==> config.mk <==
export PLATFORM = sky130hd
export DESIGN_NAME = iopc_top
export DESIGN_NICKNAME = d
export VERILOG_FILES = /design/src/iopc_chan_out.v /design/src/iopc_top.v
export VERILOG_INCLUDE_DIRS = /design/src /design/src/src
export SDC_FILE = /design/constraint.sdc
export NUM_CORES = 1
export LEC_CHECK = 0
export BUFFER_PORTS_ARGS = -buffer_cell sky130_fd_sc_hd__buf_2
export CAP_MARGIN = 20
export CORE_MARGIN = 5
export CORE_UTILIZATION = 30
export DETAILED_ROUTE_END_ITERATION = 10
export HOLD_SLACK_MARGIN = 0.1
export PLACE_DENSITY = 0.6
export SETUP_SLACK_MARGIN = 0.3
export SYNTH_ARGS = -nofsm -noshare
export SYNTH_HDL_FRONTEND = slang
export SYNTH_SLANG_ARGS = --single-unit
==> constraint.sdc <==
create_clock -name clk_i -period 0.85 [get_ports clk_i]
set_clock_uncertainty 0.15 [all_clocks]
set_input_delay 0.1275 -clock clk_i [delete_from_list [all_inputs] [get_ports clk_i]]
set_output_delay 0.1275 -clock clk_i [all_outputs]
set_load 0.01 [all_outputs]
==> src/iopc_defines.vh <==
// How it works
// Mode select high: pin one is channel A
// Enable bit set: drive A pin, user low
// Enable bit clear: float A pin, user high
// Mode low: pin one shared open-drain, active low
// Mode high: pin two is channel B
// B enable clear: float B pin, user high
// Mode low: pin two unused
// Eight-bit three-state host bus, bit0 LSB
// Enabled pin high while channel interrupt pending
`ifndef IOPC_DEFINES_VH
`define IOPC_DEFINES_VH
// ============================================================
// Constants
`define IOPC_DATA_W 8
`define IOPC_MODE_SHARED 1'b0
`define IOPC_OE_ON 1'b0
`define IOPC_OE_OFF 1'b1
`define IOPC_BUS_RST 8'h00
`define IOPC_MODE_RST 1'b1
`define IOPC_PIN_RST 1'b0
`define IOPC_USER_RST 1'b1
`define IOPC_OD_LOW 1'b0
`endif

==> src/iopc_chan_out.v <==
`timescale 1ns/1ps
`include "iopc_defines.vh"
// ============================================================
// Per-channel pin stage, next values only; the top registers them
module iopc_chan_out (
    input wire per_chan_i,
    input wire out_en_i,
    input wire irq_pend_i,
    output reg nxt_pin_o,
    output reg nxt_oe_n_o,
    output reg nxt_user_n_o
);
    always @* begin
        nxt_pin_o = irq_pend_i;
        nxt_oe_n_o = `IOPC_OE_OFF;
        nxt_user_n_o = ~out_en_i;
        if (per_chan_i && out_en_i) begin
            nxt_oe_n_o = `IOPC_OE_ON;
        end
    end
endmodule // iopc_chan_out

==> src/iopc_top.v <==
`timescale 1ns/1ps
`include "iopc_defines.vh"
// ============================================================
// Interrupt pin and host data bus output stage
module iopc_top #(
    parameter DATA_W = `IOPC_DATA_W
) (
    input wire clk_i,
    input wire sys_rst_i,
    input wire bus_mode_i,
    input wire chan_a_irq_en_i,
    input wire chan_b_irq_en_i,
    input wire chan_a_irq_pend_i,
    input wire chan_b_irq_pend_i,
    input wire host_rd_en_i,
    input wire [DATA_W-1:0] host_rd_data_i,
    input wire [DATA_W-1:0] host_bus_i,
    output reg [DATA_W-1:0] host_bus_o,
    output reg host_bus_oe_n_o,
    output reg [DATA_W-1:0] host_wr_data_o,
    output reg chan_a_irq_out_o,
    output reg chan_a_irq_out_oe_n_o,
    output reg chan_b_irq_out_o,
    output reg chan_b_irq_out_oe_n_o,
    output reg chan_a_user_out_n_o,
    output reg chan_b_user_out_n_o
);
    // ========================================================
    // Channel slots; the pin set fixes the count at two
    localparam NUM_CHAN = 2;
    localparam CHAN_A = 0;
    localparam CHAN_B = 1;

    // ========================================================
    // Three-state enable encoding, used by the shared-mode A pin and the host bus
    function oe_n_of;
        input drive;
        begin
            oe_n_of = drive ? `IOPC_OE_ON : `IOPC_OE_OFF;
        end
    endfunction

    // ========================================================
    // Mode pin synchroniser
    // Resets to per-channel mode, the same as an unconnected pin
    reg mode_s1_ff;
    reg mode_ff;
    always @(posedge clk_i) begin
        if (sys_rst_i) begin
            mode_s1_ff <= `IOPC_MODE_RST;
            mode_ff <= `IOPC_MODE_RST;
        end else begin
            mode_s1_ff <= bus_mode_i;
            mode_ff <= mode_s1_ff;
        end
    end

    wire per_chan = (mode_ff != `IOPC_MODE_SHARED);

    // ========================================================
    // Host bus input synchroniser
    // Bits cross one by one, so a byte caught while the host
    // changes it may mix old and new bits for one cycle
    reg [DATA_W-1:0] bus_s1_ff;
    always @(posedge clk_i) begin
        if (sys_rst_i) begin
            bus_s1_ff <= `IOPC_BUS_RST;
            host_wr_data_o <= `IOPC_BUS_RST;
        end else begin
            bus_s1_ff <= host_bus_i;
            host_wr_data_o <= bus_s1_ff;
        end
    end

    // ========================================================
    // Per-channel pin stages
    wire [NUM_CHAN-1:0] chan_en;
    wire [NUM_CHAN-1:0] chan_pend;
    wire [NUM_CHAN-1:0] chan_pin;
    wire [NUM_CHAN-1:0] chan_oe_n;
    wire [NUM_CHAN-1:0] chan_user_n;
    assign chan_en = {chan_b_irq_en_i, chan_a_irq_en_i};
    assign chan_pend = {chan_b_irq_pend_i, chan_a_irq_pend_i};

    genvar g;
    generate
        for (g = 0; g < NUM_CHAN; g = g + 1) begin : g_chan
            iopc_chan_out u_chan (
                .per_chan_i(per_chan),
                .out_en_i(chan_en[g]),
                .irq_pend_i(chan_pend[g]),
                .nxt_pin_o(chan_pin[g]),
                .nxt_oe_n_o(chan_oe_n[g]),
                .nxt_user_n_o(chan_user_n[g])
            );
        end
    endgenerate

    // ========================================================
    // Shared-mode request: any pending channel pulls the line
    wire any_pend = |chan_pend;

    // ========================================================
    // Next pin values
    // Shared mode overrides the channel stages; the pin value is
    // held low so that enabling the driver can only pull down
    reg nxt_a_pin;
    reg nxt_a_oe_n;
    reg nxt_b_pin;
    reg nxt_b_oe_n;
    always @* begin
        nxt_a_pin = chan_pin[CHAN_A];
        nxt_a_oe_n = chan_oe_n[CHAN_A];
        nxt_b_pin = chan_pin[CHAN_B];
        nxt_b_oe_n = chan_oe_n[CHAN_B];
        if (!per_chan) begin
            nxt_a_pin = `IOPC_OD_LOW;
            nxt_a_oe_n = oe_n_of(any_pend);
            nxt_b_pin = `IOPC_PIN_RST;
            nxt_b_oe_n = `IOPC_OE_OFF;
        end
    end

    // ========================================================
    // Next host bus values
    reg [DATA_W-1:0] nxt_bus;
    reg nxt_bus_oe_n;
    always @* begin
        nxt_bus = host_rd_data_i;
        nxt_bus_oe_n = oe_n_of(host_rd_en_i);
    end

    // ========================================================
    // Output registers, one per pin, so that each reset value
    // stands beside the pin it belongs to; every three-state pin
    // floats and each user output is driven high while reset is held
    always @(posedge clk_i) begin
        if (sys_rst_i) begin
            chan_a_irq_out_o <= `IOPC_PIN_RST;
        end else begin
            chan_a_irq_out_o <= nxt_a_pin;
        end
    end

    always @(posedge clk_i) begin
        if (sys_rst_i) begin
            chan_a_irq_out_oe_n_o <= `IOPC_OE_OFF;
        end else begin
            chan_a_irq_out_oe_n_o <= nxt_a_oe_n;
        end
    end

    always @(posedge clk_i) begin
        if (sys_rst_i) begin
            chan_b_irq_out_o <= `IOPC_PIN_RST;
        end else begin
            chan_b_irq_out_o <= nxt_b_pin;
        end
    end

    always @(posedge clk_i) begin
        if (sys_rst_i) begin
            chan_b_irq_out_oe_n_o <= `IOPC_OE_OFF;
        end else begin
            chan_b_irq_out_oe_n_o <= nxt_b_oe_n;
        end
    end

    // User outputs follow the enable bit in both modes, so a
    // board that uses them must leave the interrupt pin alone
    always @(posedge clk_i) begin
        if (sys_rst_i) begin
            chan_a_user_out_n_o <= `IOPC_USER_RST;
        end else begin
            chan_a_user_out_n_o <= chan_user_n[CHAN_A];
        end
    end

    always @(posedge clk_i) begin
        if (sys_rst_i) begin
            chan_b_user_out_n_o <= `IOPC_USER_RST;
        end else begin
            chan_b_user_out_n_o <= chan_user_n[CHAN_B];
        end
    end

    always @(posedge clk_i) begin
        if (sys_rst_i) begin
            host_bus_o <= `IOPC_BUS_RST;
        end else begin
            host_bus_o <= nxt_bus;
        end
    end

    always @(posedge clk_i) begin
        if (sys_rst_i) begin
            host_bus_oe_n_o <= `IOPC_OE_OFF;
        end else begin
            host_bus_oe_n_o <= nxt_bus_oe_n;
        end
    end
endmodule // iopc_top
==> results.cfg <==
[place]
post-place-ws_ps = -18.62
io_buffers = 46
dp_hpwl_mm = 1.234
place.gp.congestion = 0.6683

[power_and_ir_drop]
switching_share = 0.1944
leakagePower_nw = 0.7013
clockPowerShare = 0.421
irDropWorstVdd_mv = 1.171
p_sw_mw = 0.6626
p_int_mw = 2.745
pwr-share-seq = 0.489
combPwrFrac = 0.090
power_density_nw_per_um2 = 2244

[setup_path]
cp.required_ps = 570
crit_start = host_wr_data_o[7]
worstPathMaxFanout = 1
criticalPathCategory = register to output pin
r2r_setup_slack_ps = -10
cp-endpoint = host_wr_data_o[7]
slowest_delay_ps = 330
r2r_cells = 2
cpMaxStageDelayCell = dfxtp_2
cp.arrival_ps = 770
crit_buf_inv = 1
crit_cells = 1
end_kind = output pin
timing.rr.start = mode_ff
crit_family = flip-flops
cp_cell_sequence = buf_6
rr_endpoint = chan_a_irq_out_oe_n_o
cp-start-kind = register

[clock_tree]
path_clk_slew_ps = 100
cts.path.max_buffers = 2
cts_made_buffers = 5
cts_tree = done
htree_levels = 2
clk_latency_ps = 330
clock-sinks = 33
cts_root_buf = clkbuf_4

[cells_and_area]
utilization = 0.5415
insertedDiodeCount = 0
area_delta_synth_final_pct = 69.32
drive_gt1_frac = 0.7323
fin_nets = 150
fillers = 239

[route]
vias = 642
drt_iter0_drc = 20
wirelength_mm = 1.763
via_per_inst = 4.063
drc = 0
firstDrtPassIters = 2
postRouteAntennaNets = 0
routedWlPerCell_um = 11.16

[yosys]
syn_nets = 96
syn-instance-count = 72
ys_types = 10
yosys_register_bits = 33
syn_area_sq_um = 897.1
yosys_warnings = 0
synth.avg_cell_area_sq_um = 12.46
yosysSeqAreaShare = 0.7364

[sta]
maxSlewViolCount = 0
tightest_slew_ps = 194.9
max_freq_ghz = 0.9534
rsz0062_at_grt = true
max-slew-margin-rel = 0.8701
setup_viol = 24
setup_slack_ps = -198.9
fin_hold_ws_ps = -178.4
min_period_ps = 1049
finalHoldViolCount = 25
tns_ps = -4503
fin_crit_sh = 1.234

[grt]
grt_pass1_wl_mm = 2.856
overflow = 0
grt_pass1_vias = 637
grtUsageTotal = 0.09527
grt_max_degree = 12
antenna_found_initial = 0

[floorplan]
ios = 47
design.die.area_sq_um = 4184
dieWidth_um = 64.69
chipHeight_um = 64.69
start_util = 0.3198
core-area_sq_um = 2805
fp-row-count = 19

[job]
max_cap_viol_count = 0

[outcome]
violations = hold timing, setup timing
status = complete, but fails checks

[worst_hold_path]
hold_class = primary input to register
## layer usage
layer  wire length [um]  share of wire  global-route usage
met1                647           0.37             0.08761
met2                835           0.47              0.1469
met3                234           0.13             0.07772
met4                 46          0.026             0.05541
met5                  0              0                   0
## kinds of logic after synthesis
family                 after synthesis  share of synthesized area
AND/OR/NAND/NOR                     34                     0.2329
AO/OA/AOI/OAI                        1                   0.009765
flip-flops                          33                     0.7364
buffers and inverters                4                    0.02091
## power by group through the flow
stage                     Combinational (mW)  Sequential [mW]  Clock [mW]
after CTS                              0.300             1.66        1.47
final                                  0.308             1.67        1.43
after detailed placement               0.243             1.69           0
after global placement                 0.240             1.68           0
after floorplan                       0.0927             1.72           0
after global routing                   0.336             1.68        1.56
## cells in the mapped netlist
master / number / share of area
and2_1: 2 / 0.014
inv_1: 1 / 0.0042
nand2_1: 1 / 0.0042
nand2b_1: 3 / 0.021
buf_2: 3 / 0.017
dfxtp_1: 33 / 0.74
or2_1: 2 / 0.014
a211o_1: 1 / 0.0098
nor2b_1: 25 / 0.17
nor3_1: 1 / 0.0056
## repair_timing
| item | 4_1_cts | 5_1_grt |
|---|---|---|
| setup buffers | 0 | 0 |
| gates resized for setup | 22 | 9 |
| setup endpoints to repair | 36 | 36 |
| endpoints found under the hold margin | 25 | 27 |
## placed cells by master (no fill, tap or decap), drive strengths merged
cell and n:
buf 50, and2 2, nor2b 25, clkbuf 5, nand2b 3, dfxtp 33, a211o 1, bufinv 2
or2 2, clkinv 1, nor3 1, nand2 1, inv 1
## layout make-up
type	count	area, sq um	share of cell area
Clock inverter	3	65.06	0.04283
Timing Repair Buffer	50	404.1	0.2661
Sequential cell	33	694.4	0.4572
Clock buffer	5	37.54	0.02471
Inverter	1	3.754	0.002471
Tap cell	31	38.79	0.02554
Multi-Input combinational cell	35	275.3	0.1812
## how the worst min path moves through the flow
| stage | startpoint | endpoint | slack (ps) | cells after the start |
|---|---|---|---|---|
| 3_3_place_gp | bus_mode_i | mode_s1_ff | 160 | 2 |
| 3_5_place_dp | bus_mode_i | mode_s1_ff | 160 | 2 |
| 2_1_floorplan | chan_a_irq_en_i | chan_a_user_out_n_o | 40 | 1 |
| 6_report | bus_mode_i | mode_s1_ff | -180 | 2 |
| 5_1_grt | host_rd_en_i | host_bus_oe_n_o | -200 | 2 |
| 4_1_cts | bus_mode_i | mode_s1_ff | -190 | 2 |
## through the flow
stage	instance area, sq um	cells	power [mW]
floorplan	983.4	72	1.809
CTS	1485	158	3.437
global placement	1245	150	1.924
detailed placement	1245	150	1.929
global route	1519	158	3.572
finish	1519	158	3.408
## state kept, by name, indices dropped and copies added, names as in the netlist
signal / cells
bus_s1_ff: 8
host_bus_o: 8
host_wr_data_o: 8
chan_a_irq_out_o: 1
chan_a_irq_out_oe_n_o: 1
chan_a_user_out_n_o: 1
chan_b_irq_out_o: 1
chan_b_irq_out_oe_n_o: 1
chan_b_user_out_n_o: 1
host_bus_oe_n_o: 1
mode_ff: 1
mode_s1_ff: 1
No activity file was read; power rests on OpenSTA's default activity.
